`src/core/bsirq_regs.svh`:
```
/*
  Constants of the strap and external interrupt block: strap encodings,
  debug mode encodings and pin counts.
  Assumes inclusion by bare name from the package and design file.
*/
`ifndef BSIRQ_REGS_SVH
`define BSIRQ_REGS_SVH

// Boot source encodings
`define BSIRQ_BOOT_EMUL    2'h0
`define BSIRQ_BOOT_ROM8    2'h1
`define BSIRQ_BOOT_ROM16   2'h2
`define BSIRQ_BOOT_RSVD    2'h3
// Debug mode encodings
`define BSIRQ_DBG_SCAN     2'h0
`define BSIRQ_DBG_EMUL     2'h3
// Byte order level that selects big-endian
`define BSIRQ_BIG_ORDER    1'h0
// Number of edge interrupt pins
`define BSIRQ_IRQ_PINS     4
// Reset values of captured straps
`define BSIRQ_RST_BOOT     2'h1
`define BSIRQ_RST_ORDER    1'h1
`define BSIRQ_RST_FIX      1'h1
// External bus width codes
`define BSIRQ_WIDTH8       1'h0
`define BSIRQ_WIDTH16      1'h1

`endif

```
`src/core/bsirq_pkg.sv`:
```
/*
  Types of the strap and external interrupt block.
  Assumes the constants header is on the include path.
*/
`include "bsirq_regs.svh"

package bsirq_pkg;

  // Decoded boot source
  typedef enum logic [1:0] {
    BSIRQ_BOOT_EMULATION,
    BSIRQ_BOOT_ROM_8BIT,
    BSIRQ_BOOT_ROM_16BIT,
    BSIRQ_BOOT_RESERVED
  } bsirq_boot_e;

  // Whole state of the block
  typedef struct packed {
    logic                         inReset;
    logic [1:0]                   bootSel;
    logic                         byteOrder;
    logic                         orderFix;
    logic [1:0]                   dbgMode;
    logic                         nmiLast;
    logic                         nmiPulse;
    logic [`BSIRQ_IRQ_PINS-1:0]   irqLast;
    logic [`BSIRQ_IRQ_PINS-1:0]   irqPulse;
    logic                         romBoot;
    logic                         emulBoot;
    logic                         romWidth16;
    logic                         bootFault;
    logic                         bigEndian;
    logic                         orderFault;
    logic                         scanMode;
    logic                         emulMode;
    logic                         dbgFault;
  } bsirq_state_s;

endpackage : bsirq_pkg

```
`src/core/bsirq_core.sv`:
```
/*
  Strap capture and external interrupt conditioning.
  Boot and byte order straps are caught on the first edge after release and
  frozen; debug selects are followed every cycle; the interrupt inputs yield one-cycle edge pulses.
  Assumes every input is synchronous to ref_clk, that nrst is held low for
  at least one clock edge, and that boundary scan control lives outside.
*/
// Functional notes
// Boot select 00 is emulation boot; 11 is reserved, board must avoid it.
// Boot select 01, default, boots 8-bit async ROM in region one.
// Boot select 10 boots 16-bit async ROM in region one.
// Byte order input low selects big-endian operation.
// Board holds bus big-order fix input low whenever big-endian is selected.
// Boundary scan needs both debug selects low and reset driven low; scanMode decodes the selects alone and reads low during reset.
// Rising edge on non-maskable input raises a non-maskable interrupt.
// Board should ground an unused non-maskable input.
// Four pins 4 to 7 act as edge interrupt inputs, still usable as GPIO.
// Each interrupt pin's triggering edge chosen by its polarity bit [3:0].
// Debug select 00 boundary scan, 11 emulation default; 01, 10 reserved.
// Straps sampled during reset, held constant until the next reset; the code catches them on the first edge after release.
`timescale 1ns/100ps
`default_nettype none
`include "bsirq_regs.svh"

module bsirq_core
  import bsirq_pkg::*;
#(
  parameter int IRQ_PINS = `BSIRQ_IRQ_PINS
) (
  // Clock and reset
  input  wire logic                ref_clk,
  input  wire logic                nrst,
  // Straps
  input  wire logic [1:0]          bootSelect,
  input  wire logic                byteOrderSelect,
  input  wire logic                extBusBigOrderFix,
  input  wire logic [1:0]          debugModeSelect,
  // Interrupt inputs and polarity
  input  wire logic                nmiPin,
  input  wire logic [IRQ_PINS-1:0] extIrqPin,
  input  wire logic [IRQ_PINS-1:0] extIrqEdgePolarity,
  // Boot decode
  output var  logic                romBoot,
  output var  logic                emulBoot,
  output var  logic                romWidth16,
  output var  logic                bootFault,
  output var  logic [1:0]          bootSource,
  // Byte order
  output var  logic                bigEndian,
  output var  logic                orderFault,
  // Debug mode
  output var  logic                scanMode,
  output var  logic                emulMode,
  output var  logic                dbgFault,
  // Interrupt pulses
  output var  logic                nmiEvent,
  output var  logic [IRQ_PINS-1:0] extIrqEvent
);

  bsirq_state_s st;
  bsirq_state_s next_st;

  // Next state
  always_comb begin
    next_st = st;
    // Capture window: only the first edge after release, since the register is held in reset before it
    next_st.inReset = 1'h0;
    // Capture straps only on the first edge after reset release
    if (st.inReset) begin
      next_st.bootSel   = bootSelect;
      next_st.byteOrder = byteOrderSelect;
      next_st.orderFix  = extBusBigOrderFix;
    end
    next_st.dbgMode = debugModeSelect;
    // Boot decode
    next_st.emulBoot   = (next_st.bootSel == `BSIRQ_BOOT_EMUL);
    next_st.romBoot    = (next_st.bootSel == `BSIRQ_BOOT_ROM8) ||
                         (next_st.bootSel == `BSIRQ_BOOT_ROM16);
    next_st.romWidth16 = (next_st.bootSel == `BSIRQ_BOOT_ROM16)
                         ? `BSIRQ_WIDTH16 : `BSIRQ_WIDTH8;
    next_st.bootFault  = (next_st.bootSel == `BSIRQ_BOOT_RSVD);
    // Byte order and its companion pin check
    next_st.bigEndian  = (next_st.byteOrder == `BSIRQ_BIG_ORDER);
    next_st.orderFault = next_st.bigEndian && next_st.orderFix;
    // Debug mode decode
    next_st.scanMode = (next_st.dbgMode == `BSIRQ_DBG_SCAN);
    next_st.emulMode = (next_st.dbgMode == `BSIRQ_DBG_EMUL);
    next_st.dbgFault = !next_st.scanMode && !next_st.emulMode;
    // Rising edge on the non-maskable input; history loads in the capture
    // window, so a pin resting at either level at release is no edge
    next_st.nmiLast  = nmiPin;
    next_st.nmiPulse = nmiPin && !st.nmiLast && !st.inReset;
    // Per-pin edge select: polarity high picks rising, low picks falling
    next_st.irqLast  = extIrqPin;
    next_st.irqPulse = ((extIrqPin & ~st.irqLast & extIrqEdgePolarity) |
                        (~extIrqPin & st.irqLast & ~extIrqEdgePolarity)) &
                       {IRQ_PINS{!st.inReset}};
  end

  // State register
  always_ff @(posedge ref_clk or negedge nrst) begin
    if (!nrst) begin
      st           <= '0;
      st.inReset   <= 1'h1;
      st.bootSel   <= `BSIRQ_RST_BOOT;
      st.byteOrder <= `BSIRQ_RST_ORDER;
      st.orderFix  <= `BSIRQ_RST_FIX;
      st.romBoot   <= 1'h1;
      st.dbgMode   <= `BSIRQ_DBG_EMUL;
      st.emulMode  <= 1'h1;
    end else begin
      st <= next_st;
    end
  end

  // Outputs straight from state
  assign romBoot     = st.romBoot;
  assign emulBoot    = st.emulBoot;
  assign romWidth16  = st.romWidth16;
  assign bootFault   = st.bootFault;
  assign bootSource  = st.bootSel;
  assign bigEndian   = st.bigEndian;
  assign orderFault  = st.orderFault;
  assign scanMode    = st.scanMode;
  assign emulMode    = st.emulMode;
  assign dbgFault    = st.dbgFault;
  assign nmiEvent    = st.nmiPulse;
  assign extIrqEvent = st.irqPulse;

  // Straps frozen after release
  property p_strap_hold;
    @(posedge ref_clk) disable iff (!nrst)
      !st.inReset |=> $stable(st.bootSel) && $stable(st.byteOrder) && $stable(st.orderFix);
  endproperty
  a_strap_hold: assert property (p_strap_hold) else $error("strap changed after reset");

  // The first edge after release decides what is shown afterwards
  property p_boot_capture;
    @(posedge ref_clk) disable iff (!nrst)
      st.inReset |=> (bootSource == $past(bootSelect));
  endproperty
  a_boot_capture: assert property (p_boot_capture) else $error("boot strap not captured");

  property p_order_capture;
    @(posedge ref_clk) disable iff (!nrst)
      st.inReset |=> (bigEndian == ($past(byteOrderSelect) == `BSIRQ_BIG_ORDER));
  endproperty
  a_order_capture: assert property (p_order_capture) else $error("byte order not captured");

  // Boot decode against the captured strap
  property p_boot_emul;
    @(posedge ref_clk) disable iff (!nrst)
      (st.bootSel == `BSIRQ_BOOT_EMUL) |-> emulBoot && !romBoot && !bootFault;
  endproperty
  a_boot_emul: assert property (p_boot_emul) else $error("emulation boot decode wrong");

  property p_boot_rom8;
    @(posedge ref_clk) disable iff (!nrst)
      (st.bootSel == `BSIRQ_BOOT_ROM8) |-> romBoot && !romWidth16 && !emulBoot;
  endproperty
  a_boot_rom8: assert property (p_boot_rom8) else $error("8-bit boot decode wrong");

  property p_boot_rom16;
    @(posedge ref_clk) disable iff (!nrst)
      (st.bootSel == `BSIRQ_BOOT_ROM16) |-> romBoot && romWidth16 && !bootFault;
  endproperty
  a_boot_rom16: assert property (p_boot_rom16) else $error("16-bit boot decode wrong");

  // Byte order decode against the captured strap
  property p_big_order;
    @(posedge ref_clk) disable iff (!nrst)
      !st.inReset |-> (bigEndian == (st.byteOrder == `BSIRQ_BIG_ORDER));
  endproperty
  a_big_order: assert property (p_big_order) else $error("byte order decode wrong");

  // Non-maskable input: one pulse per rising edge and none otherwise
  property p_nmi_edge;
    @(posedge ref_clk) disable iff (!nrst)
      !st.inReset && $rose(nmiPin) |=> nmiEvent ##1 !nmiEvent;
  endproperty
  a_nmi_edge: assert property (p_nmi_edge) else $error("missed non-maskable edge");

  property p_nmi_quiet;
    @(posedge ref_clk) disable iff (!nrst)
      !$rose(nmiPin) |=> !nmiEvent;
  endproperty
  a_nmi_quiet: assert property (p_nmi_quiet) else $error("non-maskable pulse without edge");

  // Edge pins: lowest and highest pin, and silence while steady
  property p_irq0_edge;
    @(posedge ref_clk) disable iff (!nrst)
      !st.inReset && ((extIrqEdgePolarity[0] && $rose(extIrqPin[0])) ||
      (!extIrqEdgePolarity[0] && $fell(extIrqPin[0]))) |=> extIrqEvent[0];
  endproperty
  a_irq0_edge: assert property (p_irq0_edge) else $error("missed interrupt edge");

  property p_irq_top_edge;
    @(posedge ref_clk) disable iff (!nrst)
      !st.inReset && ((extIrqEdgePolarity[IRQ_PINS-1] && $rose(extIrqPin[IRQ_PINS-1])) ||
      (!extIrqEdgePolarity[IRQ_PINS-1] && $fell(extIrqPin[IRQ_PINS-1]))) |=> extIrqEvent[IRQ_PINS-1];
  endproperty
  a_irq_top_edge: assert property (p_irq_top_edge) else $error("missed top interrupt edge");

  property p_irq_quiet;
    @(posedge ref_clk) disable iff (!nrst)
      $stable(extIrqPin) |=> (extIrqEvent == '0);
  endproperty
  a_irq_quiet: assert property (p_irq_quiet) else $error("interrupt without edge");

  // Debug mode decode, one cycle behind the select pins
  property p_dbg_decode;
    @(posedge ref_clk) disable iff (!nrst)
      (st.dbgMode != `BSIRQ_DBG_SCAN) && (st.dbgMode != `BSIRQ_DBG_EMUL) |->
        dbgFault && !scanMode && !emulMode;
  endproperty
  a_dbg_decode: assert property (p_dbg_decode) else $error("debug mode decode wrong");

  property p_dbg_scan;
    @(posedge ref_clk) disable iff (!nrst)
      (debugModeSelect == `BSIRQ_DBG_SCAN) |=> scanMode && !emulMode && !dbgFault;
  endproperty
  a_dbg_scan: assert property (p_dbg_scan) else $error("scan mode decode wrong");

  property p_dbg_emul;
    @(posedge ref_clk) disable iff (!nrst)
      (debugModeSelect == `BSIRQ_DBG_EMUL) |=> emulMode && !scanMode && !dbgFault;
  endproperty
  a_dbg_emul: assert property (p_dbg_emul) else $error("emulation mode decode wrong");

endmodule // bsirq_core
`default_nettype wire

```
`config.mk`:
```
export PLATFORM = sky130hd
export DESIGN_NAME = bsirq_core
export DESIGN_NICKNAME = d
export VERILOG_FILES = /design/src/core/bsirq_pkg.sv /design/src/core/bsirq_core.sv
export VERILOG_INCLUDE_DIRS = /design/src /design/src/core
export SDC_FILE = /design/constraint.sdc
export NUM_CORES = 1
export LEC_CHECK = 0
export BUFFER_PORTS_ARGS = -buffer_cell sky130_fd_sc_hd__clkbuf_2
export CORE_MARGIN = 2
export CORE_UTILIZATION = 50
export DETAILED_ROUTE_END_ITERATION = 8
export PLACE_DENSITY = 0.81
export SETUP_SLACK_MARGIN = 0.5
export SKIP_LAST_GASP = 1
export SLEW_MARGIN = 0
export SYNTH_ARGS = -nofsm -noshare
export SYNTH_HDL_FRONTEND = slang
export SYNTH_SLANG_ARGS = --single-unit
```
`constraint.sdc`:
```
create_clock -name ref_clk -period 3.4 [get_ports ref_clk]
set_input_delay 0.51 -clock ref_clk [delete_from_list [all_inputs] [get_ports ref_clk]]
set_output_delay 0.51 -clock ref_clk [all_outputs]
set_load 0.005 [all_outputs]
```
==> run_results.csv, run 1 <==
group,metric,value,unit
critical_path,path_class,"flip-flop to primary output",
run_status,status,"finished, final reports clean",
worst_hold_path,hold_class,"input port to asynchronous set/reset pin",
critical_path,crit_chain,"clkbuf_2",
power_and_ir_drop,power_density,463.9,mW/mm²
power_and_ir_drop,intPower,384.0,µW
floorplanning,pin_count,33,
synthesis,synth_top_area_cell,"dfrtp_1",
synthesis,ys_ff_latch,24,
critical_path,cp-end-kind,"primary output",
floorplanning,die_h,46.51,µm
cts,clockRootBuffer,"clkbuf_4",
synthesis,synth_cells,62,
drt,drt_iter0_drc,2,
global_routing,grt_pass1_wl,1711,µm
final_layout,finalNonFillerCells,116,
final_layout,areaGrowthSynthToFinish,18.28,%
timing,timing.final.crit_share,43.06,%
drt,vias,512,
cts,insertion_delay,300,ps
final_layout,num-fill-cells,133,
power_and_ir_drop,pwr-share-seq,64.6,%
timing,rsz0062_at_grt,"no",
drt,routed_via_density,4.414,
synthesis,ys_warn_count,0,
drt,wl_per_cell,10.28,µm
synthesis,ys_top_cells_by_area,"dfrtp_1 (50%), dfstp_2 (17%), ha_1 (6.9%)",
placed_design,place_inst,112,
critical_path,cp-start-kind,"flip-flop",
cts,clkSinkCount,24,
timing,hold_viol_final,0,
timing,worstMarginPinSlew,535.8,ps
placed_design,place_hpwl,910.4,µm
final_layout,layout_commonest_cell,"clkbuf_2",
power_and_ir_drop,pwr-share-clk,24.7,%
global_routing,grt_pass1_vias,425,
synthesis,syn_area,903.4,µm²
synthesis,yosys.cell_types.count,14,
flow_run,max-cap-violations,0,
power_and_ir_drop,switchingPower,111.7,µW
cts,post_cts_buffers,0,
power_and_ir_drop,p_leak,0.0005603,µW
power_and_ir_drop,swShare,22.53,%
cts,h-tree-depth,1,
critical_path,path_buf_inv,1,
power_and_ir_drop,p_comb_share,10.7,%
critical_path,crit_fanout,2,
critical_path,cp.arrival,950,ps
floorplanning,die_w,46.51,µm
global_routing,overflow,0,
timing,fmax,683.0,MHz
drt,detail-route-antenna-nets,0,
final_layout,layout-drive-gt1-share,49.45,%
critical_path,r2r_slack,1960,ps
floorplanning,die-area,0.002163,mm²
synthesis,ys_seq_area_share,67.31,%
global_routing,track_usage,12.15,%
cts,cts_resized,0,
cts,ctsLongestPathBuffers,2,
drt,drc_errors,0,
timing,setup_violations,0,
floorplanning,rows,15,
synthesis,avgSynthCellArea,14.57,µm²
critical_path,max_stage_delay,550,ps
critical_path,cp.required,2890,ps
timing,finalCriticalPeriod,1464,ps
timing,fin_tns_setup,0,ps
synthesis,synth_top_area_share,49.86,%
floorplanning,start_util,52.89,%
timing,clock_skew,6.953,ps
cts,cts_tree,"built",
global_routing,grt_max_degree,25,
timing,slew_violations,0,
critical_path,critPathSlowestCell,"dfstp_2",
synthesis,syn_nets,84,
drt,wirelength,1192,µm
drt,dr.pass1.iters,4,
cts,cts_made_buffers,3,
final_layout,most-common-layout-cells,"clkbuf_2 (32), dfrtp_1 (18), dfstp_2 (6), inv_1 (5), ha_1 (5)",
global_routing,antenna_found_initial,0,
placed_design,gp_congestion,0.6253,
critical_path,path_delay_family,"flip-flops",
placed_design,numPortBuffers,32,
final_layout,diodes,0,
cts,clkTransAtPathRegs,120,ps
power_and_ir_drop,ir_drop,276.9,µV
cts,cts_hold_buffers,0,
final_layout,final_nets,114,
floorplanning,coreArea,0.001708,mm²
timing,max-slew-margin-rel,64.28,%
## routing by layer
layer  part of all wire [%]  GRT usage, %
met1                     42         13.74
met2                     50         18.61
met3                    6.5         3.529
met4                    1.1         10.29
met5                      0             0
## sequential cells by signal, summed over array words and instances, names as in the netlist
register / cells
bigEndian: 1
bootFault: 1
bootSource: 2
dbgFault: 1
emulBoot: 1
emulMode: 1
extIrqEvent: 4
nmiEvent: 1
orderFault: 1
romBoot: 1
romWidth16: 1
scanMode: 1
st: 8
## through the flow
step                      utilization (%)  hold slack, ps  area (µm²)  worst slack [ps]  power [µW]
after CTS                           62.56           169.7        1069              1923       503.2
after global routing                62.56           178.7        1069              1882       522.6
after detailed placement            61.03           392.1        1042              1986       380.5
after global placement              61.03           386.7        1042              2018       378.2
after floorplan                         -           214.4       903.4              2076       351.4
final                               62.56           159.6        1069              1936       495.6
## power by group through the flow
| stage | combinational, µW | clock, µW | sequential (µW) |
|---|---|---|---|
| floorplan | 27.0 | 0 | 324 |
| global placement | 52.7 | 0 | 326 |
| detailed placement | 54.2 | 0 | 326 |
| CTS | 54.5 | 128 | 321 |
| global route | 60.4 | 139 | 323 |
| finish | 53.1 | 122 | 320 |
## cells by family (layout without fill, tap and decap cells)
logic type               after synthesis  after routing  synth area share (%)
AND/OR/NAND/NOR                       12             12                 9.558
buffers and inverters                 12             41                 7.895
other                                  1              1                0.4151
multiplexers                           3              3                 3.324
flip-flops                            24             24                 67.31
AO/OA/AOI/OAI                          5              5                 4.571
adder cells (fa/ha/maj)                5              5                 6.925
## synthesized netlist by cell type, drive strengths merged
cell type / count
dfrtp: 18
buf: 7
dfstp: 6
ha: 5
inv: 5
a21oi: 4
nand3b: 4
or3b: 4
mux2i: 3
nand2: 2
conb: 1
nand2b: 1
nor3b: 1
o22ai: 1
## path summary, 6_finish.rpt
kind	start	to	depth (start not counted)
hold / removal	nrst	st[16]$_DFF_PN0_	1
max in group asynchronous	nrst	romBoot$_DFF_PN1_	1
min in group ref_clk	nmiPin	st[18]$_DFF_PN0_	1
hold reg to reg	st[18]$_DFF_PN0_	nmiEvent$_DFF_PN0_	1
setup / recovery	bootSource[0]$_DFF_PN1_	bootSource[0]	1
setup reg to reg	st[25]$_DFF_PN1_	bootFault$_DFF_PN0_	3
## cell type report
type | count | area (µm²) | area share, %
Clock buffer | 4 | 26.28 | 2.459
Multi-Input combinational cell | 26 | 224.0 | 20.96
Tap cell | 25 | 31.28 | 2.927
Inverter | 5 | 18.77 | 1.756
Sequential cell | 24 | 608.1 | 56.91
Timing Repair Buffer | 32 | 160.2 | 14.99
Note: power is estimated with default switching activity, not from simulation.
==> run 2: changes to the inputs <==
--- a/config.mk
+++ b/config.mk
@@ -8,9 +8,9 @@
 export LEC_CHECK = 0
 export BUFFER_PORTS_ARGS = -buffer_cell sky130_fd_sc_hd__clkbuf_2
 export CORE_MARGIN = 2
-export CORE_UTILIZATION = 50
+export CORE_UTILIZATION = 46
 export DETAILED_ROUTE_END_ITERATION = 8
-export PLACE_DENSITY = 0.81
+export PLACE_DENSITY = 0.75
 export SETUP_SLACK_MARGIN = 0.5
 export SKIP_LAST_GASP = 1
 export SLEW_MARGIN = 0
==> constraint.sdc (replaced) <==
create_clock -name ref_clk -period 1.5 [get_ports ref_clk]
set_input_delay 0.225 -clock ref_clk [delete_from_list [all_inputs] [get_ports ref_clk]]
set_output_delay 0.225 -clock ref_clk [all_outputs]
set_load 0.005 [all_outputs]
==> run 2 against run 1 <==
Net effect:
- worst setup slack lost 1700 ps
- critical path depth up 2
- power rose to 2.5 times the previous value
- register-to-register slack got worse by 1700 ps
- sequential share of layout area fell by 7.1 points
- critical path type is now flip-flop to flip-flop
==> run_results.csv, run 2 (synthesized netlist as in run 1, its figures left out) <==
group,metric,value,unit
final_layout,largest_reg_flops,8,
final_layout,layout-drive-gt1-share,64.00,%
drt,routed_via_density,4.449,
floorplanning,start_util,47.50,%
worst_hold_path,hold_class,"input port to flip-flop",
critical_path,crit_fanout,3,
drt,drc_errors,0,
critical_path,r2r_slack,240,ps
critical_path,cp-end-kind,"flip-flop",
timing,worstMarginPinSlew,572.1,ps
critical_path,critPathCapture,"romWidth16$_DFF_PN0_",
drt,wl_met3,121,µm
timing,setup_violations,0,
final_layout,diodes,0,
global_routing,antenna_found_initial,0,
placed_design,numPortBuffers,32,
drt,met1_length,590,µm
drt,dr.pass1.iters,1,
critical_path,reg2reg_depth,3,
timing,finalCriticalPeriod,1259,ps
cts,clockRootBuffer,"clkbuf_4",
final_layout,largest_register,"st",
timing,rsz0062_at_grt,"yes",
timing,fin_tns_setup,0,ps
timing,slew_violations,0,
critical_path,cp.arrival,1470,ps
critical_path,path_class,"flip-flop to flip-flop",
final_layout,most-common-layout-cells,"clkbuf_2 (29), dfrtp_1 (18), buf_4 (7), dfstp_2 (6)",
floorplanning,coreArea,0.001902,mm²
run_status,status,"finished, final reports clean",
power_and_ir_drop,p_leak,0.0006143,µW
cts,ctsLongestPathBuffers,2,
drt,detail-route-antenna-nets,0,
final_layout,layout_commonest_cell,"clkbuf_2",
cts,clkTransAtPathRegs,130,ps
timing,clock_skew,7.123,ps
critical_path,r2r-end,"romWidth16$_DFF_PN0_",
global_routing,grt_max_degree,25,
cts,cts_tree,"built",
drt,wl_per_cell,12.36,µm
drt,dr_wl_met2,858,µm
floorplanning,die_w,48.32,µm
placed_design,place_hpwl,999.1,µm
placed_design,gp_congestion,0.6604,
timing,max-slew-margin-rel,61.86,%
floorplanning,rows,16,
drt,drt_iter0_drc,0,
cts,insertion_delay,310,ps
drt,wirelength,1570,µm
global_routing,overflow,0,
timing,timing.final.crit_share,83.90,%
floorplanning,die-area,0.002334,mm²
critical_path,crit_start,"st[25]$_DFF_PN1_",
floorplanning,pin_count,33,
timing,fmax,794.6,MHz
cts,h-tree-depth,1,
drt,top_layer,"met3",
power_and_ir_drop,power_density,1016,mW/mm²
drt,vias,565,
final_layout,final_nets,123,
critical_path,cp-start-kind,"flip-flop",
critical_path,rr_startpoint,"st[25]$_DFF_PN1_",
cts,cts_made_buffers,3,
global_routing,grt_pass1_vias,617,
cts,clkSinkCount,24,
global_routing,track_usage,14.57,%
flow_run,max-cap-violations,0,
timing,hold_viol_final,0,
critical_path,cp.required,1710,ps
final_layout,num-fill-cells,141,
final_layout,areaGrowthSynthToFinish,35.18,%
timing,worst_hold_slack,39.41,ps
global_routing,grt_pass1_wl,2553,µm
floorplanning,die_h,48.32,µm
power_and_ir_drop,ir_drop,725.6,µV
worst_hold_path,min_path_cells,1,
## run 2: layer usage
| layer | global-route usage (%) | vias to the layer above |
|---|---|---|
| met4 | 4.286 | 0 |
| met2 | 25.93 | 21 |
| met1 | 15.61 | 274 |
| met5 | 0 | - |
| li1 | - | 270 |
| met3 | 6.481 | 0 |
## run 2: what timing repair did
| item | in CTS | in global routing |
|---|---|---|
| setup endpoints to repair | 25 | 31 |
| gates resized for setup | 3 | 10 |
| buffers inserted | 5 | 2 |
| pin swaps | 0 | 1 |
| hold endpoints to repair | 18 | 0 |
| hold buffers | 1 | 0 |
## run 2: report_power, final
group / switching [µW] / internal, µW / leakage, µW / total (µW)
Sequential: 22.7 / 707 / 0.000288 / 730
Clock: 182 / 148 / 0.0000210 / 330
Combinational: 81.9 / 98.8 / 0.000305 / 181
Total: 286 / 954 / 0.000614 / 1240
## run 2: final cells by class
| cell class | count | area (µm²) | area share (%) |
|---|---|---|---|
| sequential | 24 | 608.1 | 49.80 |
| multi-input combinational | 26 | 274.0 | 22.44 |
| timing repair buffer | 41 | 250.2 | 20.49 |
| clock buffer | 4 | 36.28 | 2.971 |
| tap | 27 | 33.78 | 2.766 |
| inverter | 5 | 18.77 | 1.537 |
## run 2: worst min path at each step
stage                       from                       end  slack [ps]
global route              nmiPin          st[18]$_DFF_PN0_          10
global placement            nrst        nmiEvent$_DFF_PN0_         240
finish              extIrqPin[0]          st[13]$_DFF_PN0_          40
CTS                       nmiPin          st[18]$_DFF_PN0_          20
detailed placement          nrst  extIrqEvent[0]$_DFF_PN0_         240
floorplan                   nrst       bigEndian$_DFF_PN0_         -70
## run 2: per-stage QoR
step / instances / setup slack [ps] / cell area (µm²) / total power, µW / utilization (%)
final: 127 / 241.5 / 1221 / 1240 / 64.21
after global routing: 127 / 219.8 / 1221 / 1308 / 64.21
after CTS: 125 / 265.6 / 1169 / 1227 / 61.45
after detailed placement: 115 / 275.4 / 1070 / 875.5 / 56.25
after global placement: 115 / 321.0 / 1070 / 869.4 / 56.25
after floorplan: 62 / 262.9 / 924.6 / 804.8 / -
## run 2: worst max-delay path, stage by stage (launching register included)
cell and delay, ps:
dfstp_2 620, mux2i_2 280, inv_2 80, ha_2 170
